$ cat src/common/adc_seq_defs.svh
// adc_seq_defs.svh: register offsets, reset values, codes, timing counts
// assumes: included by bare name from the sequencer sources
`ifndef ADC_SEQ_DEFS_SVH
`define ADC_SEQ_DEFS_SVH

// apb word offsets
`define OFS_CTRL          8'h00
`define OFS_MASK          8'h04
`define OFS_STATUS        8'h08

// widths and reset values
`define CTRL_W            12
`define MASK_W            8
`define STAT_W            10
`define CTRL_RST          12'h000
`define MASK_RST          8'h00
`define CH_FIRST          3'h0
`define CH_LAST           3'h7
`define CH_PAIR_BIT       3'h1

// {sequence_select, channel_mask_select}
`define SEQ_DIRECT        2'h0
`define SEQ_MASK          2'h1
`define SEQ_CONTINUE      2'h2
`define SEQ_CONSEC        2'h3

// {input_config_bit1, input_config_bit0}
`define CFG_SINGLE        2'h0
`define CFG_PSEUDO4       2'h1
`define CFG_DIFF          2'h2
`define CFG_PSEUDO7       2'h3

// conversion timing
`define CLK_PERIOD_NS     10
`define CONVCLK_PERIOD_NS 100
`define CONV_DIV          ((`CONVCLK_PERIOD_NS + `CLK_PERIOD_NS - 1) / `CLK_PERIOD_NS)
`define CONV_TICKS        14

`endif

$ cat src/common/adc_seq_pkg.sv
// adc_seq_pkg: types shared by the channel sequencer files
// assumes: field positions match the control word on the apb bus
package adc_seq_pkg;

    typedef struct packed {
        logic [4:0] spare;
        logic       internal_ref_select;
        logic       sequence_select;
        logic       channel_mask_select;
        logic       input_config_bit1;
        logic       input_config_bit0;
        logic [2:0] channel_address;
    } ctrl_t;

    typedef struct packed {
        logic [2:0] pos;
        logic [2:0] neg;
        logic       neg_agnd;
    } mux_sel_t;

    typedef enum logic [1:0] {
        RUN_DIRECT,
        RUN_MASK,
        RUN_CONSEC
    } run_mode_t;

    typedef struct packed {
        logic [2:0] conv_ch;
        logic [2:0] next_ch;
        logic [1:0] run_mode;
        logic       ref_int;
        logic       busy;
    } status_t;

endpackage : adc_seq_pkg

$ cat src/verilog/pin_sync_fall.sv
// pin_sync_fall: two-flop synchroniser with falling edge pulse
// assumes: pin idles high and is asynchronous to i_clk
`timescale 1ns/1ns
`default_nettype none

module pin_sync_fall (
    input  wire logic i_clk,   // system clock
    input  wire logic i_rst,   // async reset, active high
    input  wire logic i_pin,   // raw pin
    output logic      o_fall   // one-cycle pulse on falling edge
);
    logic meta;
    logic sync;
    logic last;

    always_ff @(posedge i_clk or posedge i_rst) begin
        if (i_rst) begin
            meta   <= 1'b1;
            sync   <= 1'b1;
            last   <= 1'b1;
            o_fall <= 1'b0;
        end else begin
            meta   <= i_pin;
            sync   <= meta;
            last   <= sync;
            o_fall <= last & ~sync;
        end
    end
endmodule : pin_sync_fall

`default_nettype wire

$ cat src/verilog/conv_timer.sv
// conv_timer: conversion clock enable and busy window
// assumes: start is a one-cycle pulse from the same clock
`timescale 1ns/1ns
`default_nettype none
`include "adc_seq_defs.svh"

module conv_timer (
    input  wire logic i_clk,   // system clock
    input  wire logic i_rst,   // async reset, active high
    input  wire logic i_start, // start pulse, ignored while busy
    output logic      o_busy,  // high for the whole conversion
    output logic      o_done   // one-cycle pulse as busy falls
);
    logic [7:0] div;
    logic [4:0] ticks;
    wire        tick_en  = (div == 8'(`CONV_DIV - 1));
    wire        last_tick = (ticks == 5'(`CONV_TICKS - 1));

    always_ff @(posedge i_clk or posedge i_rst) begin
        if (i_rst) begin
            o_busy <= 1'b0;
            o_done <= 1'b0;
            div    <= 8'h00;
            ticks  <= 5'h00;
        end else begin
            o_done <= o_busy & tick_en & last_tick;
            if (i_start && !o_busy) begin
                o_busy <= 1'b1;
                div    <= 8'h00;
                ticks  <= 5'h00;
            end else if (o_busy && tick_en) begin
                div    <= 8'h00;
                ticks  <= ticks + 5'h01;
                o_busy <= ~last_tick;
            end else if (o_busy) begin
                div    <= div + 8'h01;
            end
        end
    end
endmodule : conv_timer

`default_nettype wire

$ cat src/verilog/adc_channel_sequencer.sv
// adc_channel_sequencer: channel selection and sequencing for an
// eight-input converter, control and mask registers on apb
// assumes: apb master on i_clk, convert_start_n asynchronous pin
//
// Function
// - config 0,1 four pseudo pairs; 1,1 seven
// - direct mode converts written channel_address
// - mask mode converts only mask-enabled channels, channel 0 while the mask is zero
// - mask mode starts at lowest enabled channel
// - mask mode steps to next higher enabled
// - after highest enabled, wrap to lowest
// - write with 1,0 continues running sequence; one landing on conversion end repeats that channel
// - program holds until non 1,0 write
// - consecutive mode runs channel 0 to address
// - consecutive mode first conversion is channel 0
// - after final channel restart at channel 0
// - reference select bit picks internal or external
// - config 0,0 eight single-ended, negative grounded
// - config bit1 alone gives four differential pairs
// - convert_start_n fall starts; busy during conversion
// - control captured on completed write strobe
`timescale 1ns/1ns
`default_nettype none
`include "adc_seq_defs.svh"

module adc_channel_sequencer (
    input  wire logic                 i_clk,             // 100 MHz clock
    input  wire logic                 i_rst,             // async, high
    input  wire logic                 i_psel,            // apb select
    input  wire logic                 i_penable,         // apb enable
    input  wire logic                 i_pwrite,          // apb direction
    input  wire logic [7:0]           i_paddr,           // apb address
    input  wire logic [31:0]          i_pwdata,          // apb write data
    output logic      [31:0]          o_prdata,          // apb read data
    output logic                      o_pready,          // apb ready
    output logic                      o_pslverr,         // unmapped
    input  wire logic                 i_convert_start_n, // start pin
    output logic                      o_busy,            // converting
    output adc_seq_pkg::mux_sel_t     o_mux,             // mux select
    output logic                      o_ref_internal,    // internal ref
    output logic      [2:0]           o_channel_id       // converted ch
);
    localparam int BUSY_CYC = `CONV_DIV * `CONV_TICKS;

    adc_seq_pkg::ctrl_t     ctrl;
    logic [7:0]             shadow_mask;
    adc_seq_pkg::run_mode_t run_mode;
    adc_seq_pkg::run_mode_t next_run_mode;
    logic [2:0]             cur_ch;
    logic [2:0]             next_cur_ch;
    logic [2:0]             final_ch;
    logic [2:0]             next_final_ch;
    logic [2:0]             conv_ch;
    logic                   fresh;
    logic                   next_fresh;
    logic                   start_fall;
    logic                   conv_done;
    logic                   busy;

    // lowest set bit at or above from (above when !incl), else wrap
    function automatic logic [2:0] pick_next(
        input logic [7:0] m,
        input logic [2:0] from,
        input logic       incl
    );
        logic [2:0] res;
        logic [3:0] base;
        res  = from;
        base = incl ? {1'b0, from} : ({1'b0, from} + 4'h1);
        for (int i = 7; i >= 0; i--) begin
            if (m[i]) begin
                res = 3'(i);
            end
        end
        for (int i = 7; i >= 0; i--) begin
            if (m[i] && (4'(i) >= base)) begin
                res = 3'(i);
            end
        end
        return res;
    endfunction : pick_next

    // multiplexer routing for one channel under the input config
    function automatic adc_seq_pkg::mux_sel_t route(
        input logic [1:0] cfg,
        input logic [2:0] ch
    );
        adc_seq_pkg::mux_sel_t r;
        r.pos      = ch;
        r.neg      = ch;
        r.neg_agnd = 1'b1;
        case (cfg)
            `CFG_SINGLE: begin
                r.neg_agnd = 1'b1;
            end
            `CFG_DIFF: begin
                r.neg      = ch ^ `CH_PAIR_BIT;
                r.neg_agnd = 1'b0;
            end
            `CFG_PSEUDO4: begin
                r.pos      = ch & ~`CH_PAIR_BIT;
                r.neg      = ch | `CH_PAIR_BIT;
                r.neg_agnd = 1'b0;
            end
            `CFG_PSEUDO7: begin
                r.neg      = `CH_LAST;
                r.neg_agnd = 1'b0;
            end
            default: begin
                r.neg_agnd = 1'b1;
            end
        endcase
        return r;
    endfunction : route

    // apb decode: write lands on the edge that sees pready high
    wire        apb_setup  = i_psel & i_penable & ~o_pready;
    wire        apb_fire   = i_psel & i_penable & o_pready;
    wire        sel_ctrl   = (i_paddr == `OFS_CTRL);
    wire        sel_mask   = (i_paddr == `OFS_MASK);
    wire        sel_status = (i_paddr == `OFS_STATUS);
    wire        mapped     = sel_ctrl | sel_mask | sel_status;
    wire        ctrl_wr    = apb_fire & i_pwrite & sel_ctrl;
    wire        mask_wr    = apb_fire & i_pwrite & sel_mask;
    wire adc_seq_pkg::ctrl_t ctrl_in = i_pwdata[`CTRL_W-1:0];
    wire [7:0]  mask_in    = i_pwdata[`MASK_W-1:0];
    wire [1:0]  seq_pair   = {ctrl_in.sequence_select,
                              ctrl_in.channel_mask_select};
    wire        keep_run   = (seq_pair == `SEQ_CONTINUE);
    wire [1:0]  cfg        = {ctrl.input_config_bit1,
                              ctrl.input_config_bit0};
    wire        start_ok   = start_fall & ~busy;
    wire [2:0]  route_ch   = busy ? conv_ch : cur_ch;
    wire [7:0]  mask_above = shadow_mask >> conv_ch;
    wire        any_above  = |mask_above[7:1];
    wire        advance    = conv_done & ~fresh & ~ctrl_wr & ~mask_wr;

    wire adc_seq_pkg::status_t status = '{
        conv_ch:  conv_ch,
        next_ch:  cur_ch,
        run_mode: run_mode,
        ref_int:  ctrl.internal_ref_select,
        busy:     busy
    };

    pin_sync_fall u_start_sync (
        .i_clk  (i_clk),
        .i_rst  (i_rst),
        .i_pin  (i_convert_start_n),
        .o_fall (start_fall)
    );

    conv_timer u_timer (
        .i_clk   (i_clk),
        .i_rst   (i_rst),
        .i_start (start_ok),
        .o_busy  (busy),
        .o_done  (conv_done)
    );

    // sequencing program and channel pointer
    always_comb begin
        next_run_mode = run_mode;
        next_cur_ch   = cur_ch;
        next_final_ch = final_ch;
        next_fresh    = start_ok ? 1'b0 : fresh;
        if (ctrl_wr && !keep_run) begin
            next_fresh = 1'b1;
            case (seq_pair)
                `SEQ_DIRECT: begin
                    next_run_mode = adc_seq_pkg::RUN_DIRECT;
                    next_cur_ch   = ctrl_in.channel_address;
                end
                `SEQ_MASK: begin
                    next_run_mode = adc_seq_pkg::RUN_MASK;
                    next_cur_ch   = pick_next(shadow_mask, `CH_FIRST,
                                              1'b1);
                end
                default: begin
                    next_run_mode = adc_seq_pkg::RUN_CONSEC;
                    next_cur_ch   = `CH_FIRST;
                    next_final_ch = ctrl_in.channel_address;
                end
            endcase
        end else if (mask_wr && run_mode == adc_seq_pkg::RUN_MASK) begin
            next_fresh  = 1'b1;
            next_cur_ch = pick_next(mask_in, `CH_FIRST, 1'b1);
        end else if (advance) begin
            case (run_mode)
                adc_seq_pkg::RUN_MASK: begin
                    next_cur_ch = pick_next(shadow_mask, conv_ch,
                                            1'b0);
                end
                adc_seq_pkg::RUN_CONSEC: begin
                    next_cur_ch = (conv_ch == final_ch) ? `CH_FIRST
                                : conv_ch + 3'h1;
                end
                default: begin
                    next_cur_ch = cur_ch;
                end
            endcase
        end
    end

    always_ff @(posedge i_clk or posedge i_rst) begin
        if (i_rst) begin
            run_mode <= adc_seq_pkg::RUN_DIRECT;
            cur_ch   <= `CH_FIRST;
            final_ch <= `CH_FIRST;
            fresh    <= 1'b1;
        end else begin
            run_mode <= next_run_mode;
            cur_ch   <= next_cur_ch;
            final_ch <= next_final_ch;
            fresh    <= next_fresh;
        end
    end

    // control and mask registers
    always_ff @(posedge i_clk or posedge i_rst) begin
        if (i_rst) begin
            ctrl        <= `CTRL_RST;
            shadow_mask <= `MASK_RST;
        end else begin
            if (ctrl_wr) begin
                ctrl <= ctrl_in;
            end
            if (mask_wr) begin
                shadow_mask <= mask_in;
            end
        end
    end

    // channel fixed at the start of each conversion
    always_ff @(posedge i_clk or posedge i_rst) begin
        if (i_rst) begin
            conv_ch      <= `CH_FIRST;
            o_channel_id <= `CH_FIRST;
        end else if (start_ok) begin
            conv_ch      <= cur_ch;
            o_channel_id <= cur_ch;
        end
    end

    // analog side controls
    always_ff @(posedge i_clk or posedge i_rst) begin
        if (i_rst) begin
            o_mux          <= '{pos: `CH_FIRST, neg: `CH_FIRST, neg_agnd: 1'b1};
            o_ref_internal <= 1'b0;
            o_busy         <= 1'b0;
        end else begin
            o_mux          <= route(cfg, route_ch);
            o_ref_internal <= ctrl.internal_ref_select;
            o_busy         <= busy;
        end
    end

    // apb answer: one wait state, error on unmapped addresses
    always_ff @(posedge i_clk or posedge i_rst) begin
        if (i_rst) begin
            o_pready  <= 1'b0;
            o_pslverr <= 1'b0;
            o_prdata  <= 32'h0000_0000;
        end else begin
            o_pready  <= apb_setup;
            o_pslverr <= apb_setup & ~mapped;
            if (apb_setup && !i_pwrite) begin
                o_prdata <= sel_ctrl   ? 32'(ctrl)
                          : sel_mask   ? 32'(shadow_mask)
                          : sel_status ? 32'(status)
                          : 32'h0000_0000;
            end else if (apb_setup) begin
                o_prdata <= 32'h0000_0000;
            end
        end
    end

    // helper counter for busy length
    logic [15:0] busy_cnt;
    always_ff @(posedge i_clk or posedge i_rst) begin
        if (i_rst) begin
            busy_cnt <= 16'h0000;
        end else begin
            busy_cnt <= o_busy ? busy_cnt + 16'h0001 : 16'h0000;
        end
    end
endmodule : adc_channel_sequencer

`default_nettype wire

$ cat config.mk
export PLATFORM = sky130hd
export DESIGN_NAME = adc_channel_sequencer
export DESIGN_NICKNAME = d
export VERILOG_FILES = /design/src/common/adc_seq_pkg.sv /design/src/verilog/pin_sync_fall.sv /design/src/verilog/conv_timer.sv /design/src/verilog/adc_channel_sequencer.sv
export VERILOG_INCLUDE_DIRS = /design/src /design/src/common
export SDC_FILE = /design/constraint.sdc
export NUM_CORES = 1
export LEC_CHECK = 0
export BUFFER_PORTS_ARGS = -buffer_cell sky130_fd_sc_hd__buf_2
export CORE_MARGIN = 4
export CORE_UTILIZATION = 35
export CTS_CLUSTER_DIAMETER = 150
export DETAILED_ROUTE_END_ITERATION = 10
export GPL_ROUTABILITY_DRIVEN = 0
export GPL_TIMING_DRIVEN = 0
export HOLD_SLACK_MARGIN = 0.02
export PLACE_DENSITY_LB_ADDON = 0.2
export SYNTH_ARGS = -nofsm -noshare
export SYNTH_HDL_FRONTEND = slang
export SYNTH_HIERARCHICAL = 1
export SYNTH_SLANG_ARGS = --single-unit
$ cat constraint.sdc
create_clock -name i_clk -period 2.4 [get_ports i_clk]
set_clock_uncertainty 0.1 [all_clocks]
set_input_delay 0.24 -clock i_clk [delete_from_list [all_inputs] [get_ports i_clk]]
set_output_delay 0.24 -clock i_clk [all_outputs]
set_load 0.01 [all_outputs]
==> impl_results.md, run 1 <==
- Status: finished, final reports clean
- Primary FF master, synth: dfrtp_1
- WP buf/inv: 2
- Root Buffer: clkbuf_16
- Crit start category: input port
- Cell-internal power: ~2.4 mW
- Initial Util: 36.1%
- Part of the power in registers: 44.5%
- Kind of critical path: input port to register
- Vias in the first global route: just over 3000
- Die area: 13000 µm²
- Layout fillers: 1074
- Clock power share: 42.7%
- Hold WC Path Type: input port to register
- CTS tree: yes
- Count of cell types in the netlist: 65
- Synthesized area: slightly below 4000 µm²
- First-pass GRT wire length: between 15 and 20 mm
- Max-cap viol count: 0
- Commonest non-fill, non-tap cell in the layout: dfrtp_1
- Slew @ Worst Pin: 0.589 ns
- Drt pass-1 iters: 5
- Max stage delay on crit path: between 0.5 and 0.6 ns
- Worst-Skew Late Latency: 0.32 ns
- P&R area growth vs syn: 22.2%
- CP required: 2.51 ns
- CTS Buf Count: 9
- Worst reg2reg endpoint: cur_ch[0]
- Tcrit/Tclk final: between 90% and 100%
- R2R depth: 6
- Total Power: approximately 3.2 mW
- Slowest-stage cell, CP: or4_4
- CTS Buffer Depth: 2
- Chip height: 114 µm
- Sequential share of the synthesized area: 47.1%
- Final core occ: between 40 and 50%
- Post-Place Cell Area: 4470 µm²
- Max Slew Vio Count: 0
- Starting DRT DRC Count: approximately 240
- Critical-path maximum fanout: 6
- GRT overflow: 0
- Static Leak: between 2 and 2.5 nW
- Fin. Hold Viols: 0
- DR vias/cell: around 5.0
- Slew HR: 60.7%
- Clock Sinks: 74
- Row cnt: 38
- Power Density: 671 nW/µm²
- RSZ-0062 raised after global routing: no
- R2r startpoint: o_pready
- Worst Setup EP: cur_ch[0]
- Buffer count from post-CTS setup fixing: 0
- Final setup viols: 0
- Switching Share: 25.2%
- P_sw: 0.816 mW
- Fmax achieved: 0.433 GHz
- Critical path cell sequence: buf_2 -> or4_4 -> nor4_4 -> nand2_1 -> o221ai_2 -> inv_1 -> o41a_1
- Most frequent cells in the layout: 69 x dfrtp_1, 56 x nand2_1, 52 x buf_2
- Largest net degree at the start of global routing: 44
- Core area: 10900 µm²
- Antenna Cells: 0
- Clock Pin Slew Worst Setup and Hold Paths: 0.06 ns
- Layout cells sized above 1: 24.6%
- Worst Path Arrival: 2.42 ns
- Mean Syn Cell Area: 9.62 µm²
- DPL Wire Length: 7.24 mm
- EDFF count, synth: 0
- Peak supply drop: 0.302 mV
- Vias post-DR: 3226
- IO Pins: 92
- Gr usage total: between 10% and 20%
- # DRC: 0
- Count of state elements after synthesis: 74
- CP top delay family: simple AND/OR/NAND/NOR gates
- Total negative slack: 0 ns
- R2r setup slk: 0.21 ns
- Synthesis Warnings: 6
- Routed wire length: slightly below 10 mm
- Die W: 114 µm
- Cell count after synthesis: 410
- Synth async-reset ratio: between 90% and 100%
- PortBufs: 51
- Worst setup path start: i_paddr[5]
- Combinational fraction of design power: 12.8%
- Cell count along the critical path: 7
- Post-layout instance area: 4820 µm²
- Wire per inst: around 15 µm
- Fin crit period: 2.31 ns
- Post-route ant nets: 0
- Crit end category: register
- H-tree Lvls: 3
- Initial antenna violation count: 0
- # nets final: ~550
## state kept, by name (all words and copies together) (netlist names), 2 cells and up
signal,cells
conv_ch,3
final_ch,3
shadow_mask,8
ctrl,10
cfg,2
u_timer/div,8
u_timer/ticks,5
o_mux,7
cur_ch,3
o_prdata,12
run_mode,2
## metal layers
layer	routed length (µm)	track usage (%)	vias up	part of all wire [%]
met1	4660	21.8	1506	48
met5	0	0	-	0
li1	-	-	1586	-
met2	4330	22.6	120	44
met4	156	6.25	0	1.6
met3	656	2.85	14	6.7
## power groups by stage
stage | combinational [mW] | clock, mW | sequential, mW
after floorplan | 0.296 | 0 | 1.44
after global placement | 0.396 | 0 | 1.46
after detailed placement | 0.408 | 0 | 1.46
after CTS | 0.416 | 1.42 | 1.44
after global routing | 0.471 | 1.48 | 1.46
final | 0.414 | 1.38 | 1.44
## worst min-delay path by stage
stage,start,end,slack [ns],depth (start not counted)
global route,i_pwdata[11],ctrl[11],0.05,3
CTS,i_pwdata[11],ctrl[11],0.03,3
global placement,i_rst,u_start_sync/o_fall,0.05,2
floorplan,i_rst,u_start_sync/o_fall,-0.1,1
finish,i_pwdata[11],ctrl[11],0.04,3
detailed placement,i_rst,u_start_sync/o_fall,0.07,2
## per-stage QoR
| stage | cells | hold WS [ns] | worst slack, ns |
|---|---|---|---|
| 2_1_floorplan | 429 | -0.0961 | 0.225 |
| 3_3_place_gp | 620 | 0.0541 | -0.0848 |
| 3_5_place_dp | 621 | 0.0671 | -0.111 |
| 4_1_cts | 641 | 0.0321 | 0.0973 |
| 5_1_grt | 641 | 0.0508 | 0.00464 |
| 6_report | 641 | 0.0394 | 0.0896 |
## cell usage after synthesis (4+ instances only)
library cell	number	area, µm²
dfrtp_1	69	1730
nand2_1	56	210
o21ai_0	29	145
inv_1	28	105
buf_4	20	150
a21oi_1	17	85.1
nor2_1	17	63.8
nor2b_1	15	93.8
clkbuf_1	14	52.6
mux2_2	13	146
o221ai_1	9	78.8
nand3_1	8	40.0
nand2b_1	7	43.8
ha_1	6	75.1
o211ai_1	6	45.0
dfstp_2	5	131
or2_2	5	31.3
xnor2_1	5	43.8
a31oi_1	4	25.0
or4_1	4	30.0
## logic make-up (layout without fill, tap and decap cells)
kind of cell / count (synthesis) / in the layout / share of synthesized area [%]
AOI/OAI and AO/OA: 100 / 100 / 17.3
xor gates and xnor gates: 8 / 8 / 1.78
adders and majority gates: 6 / 6 / 1.90
buffers and inverters: 64 / 136 / 8.06
DFF: 74 / 74 / 47.1
muxes: 16 / 16 / 4.47
other: 1 / 20 / 0.0951
and+or+nand+nor: 141 / 141 / 19.3
## worst register-to-register path, stage by stage (launching register included)
cell	delay (ns)
dfrtp_1	0.36
nand4_1	0.19
nor4_4	0.36
nand2_1	0.24
o221ai_2	0.34
inv_1	0.07
o41a_1	0.42
## layout make-up
cell class                 count  area [µm²]  share of cell area, %
buffer                        36         216                   4.49
clock buffer                  12         236                   4.90
clock inverter                 3        65.1                   1.35
inverter                      28         105                   2.18
multi-input combinational    291        1840                   38.2
sequential                    74        1860                   38.5
tap                          140         175                   3.63
timing repair buffer          57         325                   6.75
## timing repair
item / 4_1_cts / 5_1_grt
hold buffers: 5 / 0
hold endpoints to repair: 35 / 0
setup endpoints to repair: 0 / 3
resized for setup: 0 / 7
Power figures use the tool's default switching activity.
==> run 2: changes to the inputs <==
Settings changed: BUFFER_PORTS_ARGS -buffer_cell sky130_fd_sc_hd__buf_2 to not set, DONT_BUFFER_PORTS set to 1, SETUP_SLACK_MARGIN set to 0.3, SKIP_LAST_GASP set to 1.
==> run 2 against run 1 <==
  * Worst setup slack better by 0.14 ns
  * Via count is 2.1% lower
  * Utilization fell by 0.091 points
  * First-iteration DRC count rose by 35%
  * Clock power up 7%
  * Global-route usage rose by 0.81 points
  * Fmax grew 6.3%
  * Critical path type is now register to register
==> impl_results.md, run 2 (synthesis results as in run 1) <==
- RSZ-0062 raised after global routing: yes
- Fin worst setup slack: 0.227 ns
- H-tree Lvls: 3
- Worst Path Arrival: 2.29 ns
- Crit start category: register
- Commonest non-fill, non-tap cell in the layout: dfrtp_1
- Worst Setup EP: cur_ch[0]
- First-pass GRT wire length: 16.5 mm
- # nets final: roughly 510
- Clock Sinks: 74
- Post-layout instance area: 4810 µm²
- IO Pins: 92
- DR vias/cell: between 5 and 6
- Initial antenna violation count: 0
- Fin crit period: 2.17 ns
- Layout fillers: 1067
- CTS Buffer Depth: 2
- Slew HR: about three fifths
- Peak supply drop: 0.344 mV
- Max-cap viol count: 0
- Tcrit/Tclk final: 90.5%
- Most frequent cells in the layout: 66 x dfrtp_1, 55 x nand2_1, 31 x buf_4
- Gr usage total: 16.0%
- Clock Pin Slew Worst Setup and Hold Paths: 0.06 ns
- Root Buffer: clkbuf_16
- Crit end category: register
- CP required: between 2 and 3 ns
- PortBufs: 0
- Vias in the first global route: ~3100
- # DRC: 0
- Max FFs per register: 12
- Kind of critical path: register to register
- Slowest-stage cell, CP: dfrtp_1
- Vias post-DR: ~3200
- Antenna Cells: 0
- Final setup viols: 0
- Die W: about 110 µm
- Worst-Skew Late Latency: 0.33 ns
- Hold WC Path Type: input port to register
- Post-route ant nets: 0
- Setup WS pre-CTS: -0.00536 ns
- Post-Place Cell Area: 4220 µm²
- Slew @ Worst Pin: 0.609 ns
- Drt pass-1 iters: 6
- Max stage delay on crit path: 0.42 ns
- Largest net degree at the start of global routing: 42
- Wire per inst: 16.8 µm
- P&R area growth vs syn: 22.0%
- Max Slew Vio Count: 0
- Starting DRT DRC Count: between 300 and 400
- R2r setup slk: roughly 0.23 ns
- DPL Wire Length: 7.20 mm
- CTS Buf Count: 9
- Status: finished, final reports clean
- Fmax achieved: 0.460 GHz
- CTS tree: yes
- Critical-path maximum fanout: 4
- Initial Util: a little over a third
- Largest reg by FF count: o_prdata
- Chip height: 114 µm
- Layout cells sized above 1: 20.9%
- Fin. Hold Viols: 0
- Worst reg2reg endpoint: cur_ch[0]
- Core area: roughly 11000 µm²
- Row cnt: 38
- R2R depth: 7
- Final core occ: 44.0%
- GRT overflow: 0
- Power Density: just under 700 nW/µm²
- Fin Hold WS: ~0.046 ns
- Critical path cell sequence: nand4_1 -> nor4_4 -> buf_4 -> mux2i_4 -> o221ai_4 -> or2_4 -> o41a_1
- R2r startpoint: o_pready
- Routed wire length: 10.2 mm
- Worst setup path start: o_pready
- Top Registers: o_prdata x12, ctrl x10
- Static Leak: 2.18 nW
- Die area: 13000 µm²
run 2: changes by cell type in the layout (fill, tap and decap cells not counted), moves of 2 or more:
cell / delta
clkbuf_8: +2
dlygate4sd3_1: +7
dfrtp_2: +3
dfrtp_1: -3
buf_4: +11
buf_2: -52
clkbuf_2: -2
clkbuf_1: -5
run 2: what timing repair did:
| action | in CTS | in global routing |
|---|---|---|
| hold buffers | 12 | 0 |
| resized for setup | 15 | 23 |
| endpoints found under the hold margin | 51 | 0 |
| pin swaps | 3 | 5 |
| buffers inserted | 4 | 3 |
| endpoints found under the setup margin | 14 | 30 |
run 2: power by group:
| group | switching, mW | internal [mW] | total (mW) |
|---|---|---|---|
| combinational | 0.226 | 0.167 | 0.393 |
| clock | 0.516 | 0.967 | 1.48 |
| sequential | 0.106 | 1.34 | 1.45 |
run 2: how the worst min path moves through the flow:
| stage | cells after the start | slack [ns] | end | start |
|---|---|---|---|---|
| finish | 2 | 0.05 | final_ch[2] | i_pwdata[6] |
| global placement | 1 | -0.08 | u_start_sync/o_fall | i_rst |
| floorplan | 1 | -0.1 | u_start_sync/o_fall | i_rst |
| global route | 2 | 0.04 | o_prdata[10] | i_pwrite |
| CTS | 2 | 0.03 | final_ch[2] | i_pwdata[6] |
| detailed placement | 1 | -0.07 | u_start_sync/o_fall | i_rst |
run 2: through the flow:
step / setup TNS [ns] / std cells / power [mW]
floorplan: 0 / 429 / 1.74
global placement: 0 / 569 / 1.82
detailed placement: -0.00536 / 570 / 1.84
CTS: 0 / 602 / 3.36
global route: 0 / 605 / 3.48
finish: 0 / 605 / 3.32
run 2: per-layer routing:
metal	part of all wire, %	track usage (%)	vias to the layer above
met4	1.9	5.15	0
met1	44	22.3	1504
met5	0	0	-
li1	-	-	1511
met3	10	5.18	15
met2	44	23.7	128
run 2: worst max-delay path: cells and delay by family, from the launching register on:
family                 cells  cell delay, ns
AO/OA/AOI/OAI              2            0.23
AND/OR/NAND/NOR            3            0.86
flip-flops                 1            0.42
multiplexers               1            0.23
buffers and inverters      1            0.20
run 2: final cells by class:
| class | instances | area (µm²) | share of cell area (%) |
|---|---|---|---|
| multi-input cells | 291 | 1910 | 39.7 |
| flip-flops and latches | 74 | 1860 | 38.7 |
| clock buffers | 12 | 256 | 5.33 |
| plain buffers | 36 | 239 | 4.97 |
| repair buffers | 20 | 193 | 4.00 |
| well taps | 140 | 175 | 3.64 |
| inverters | 28 | 105 | 2.18 |
| clock inverters | 4 | 73.8 | 1.53 |
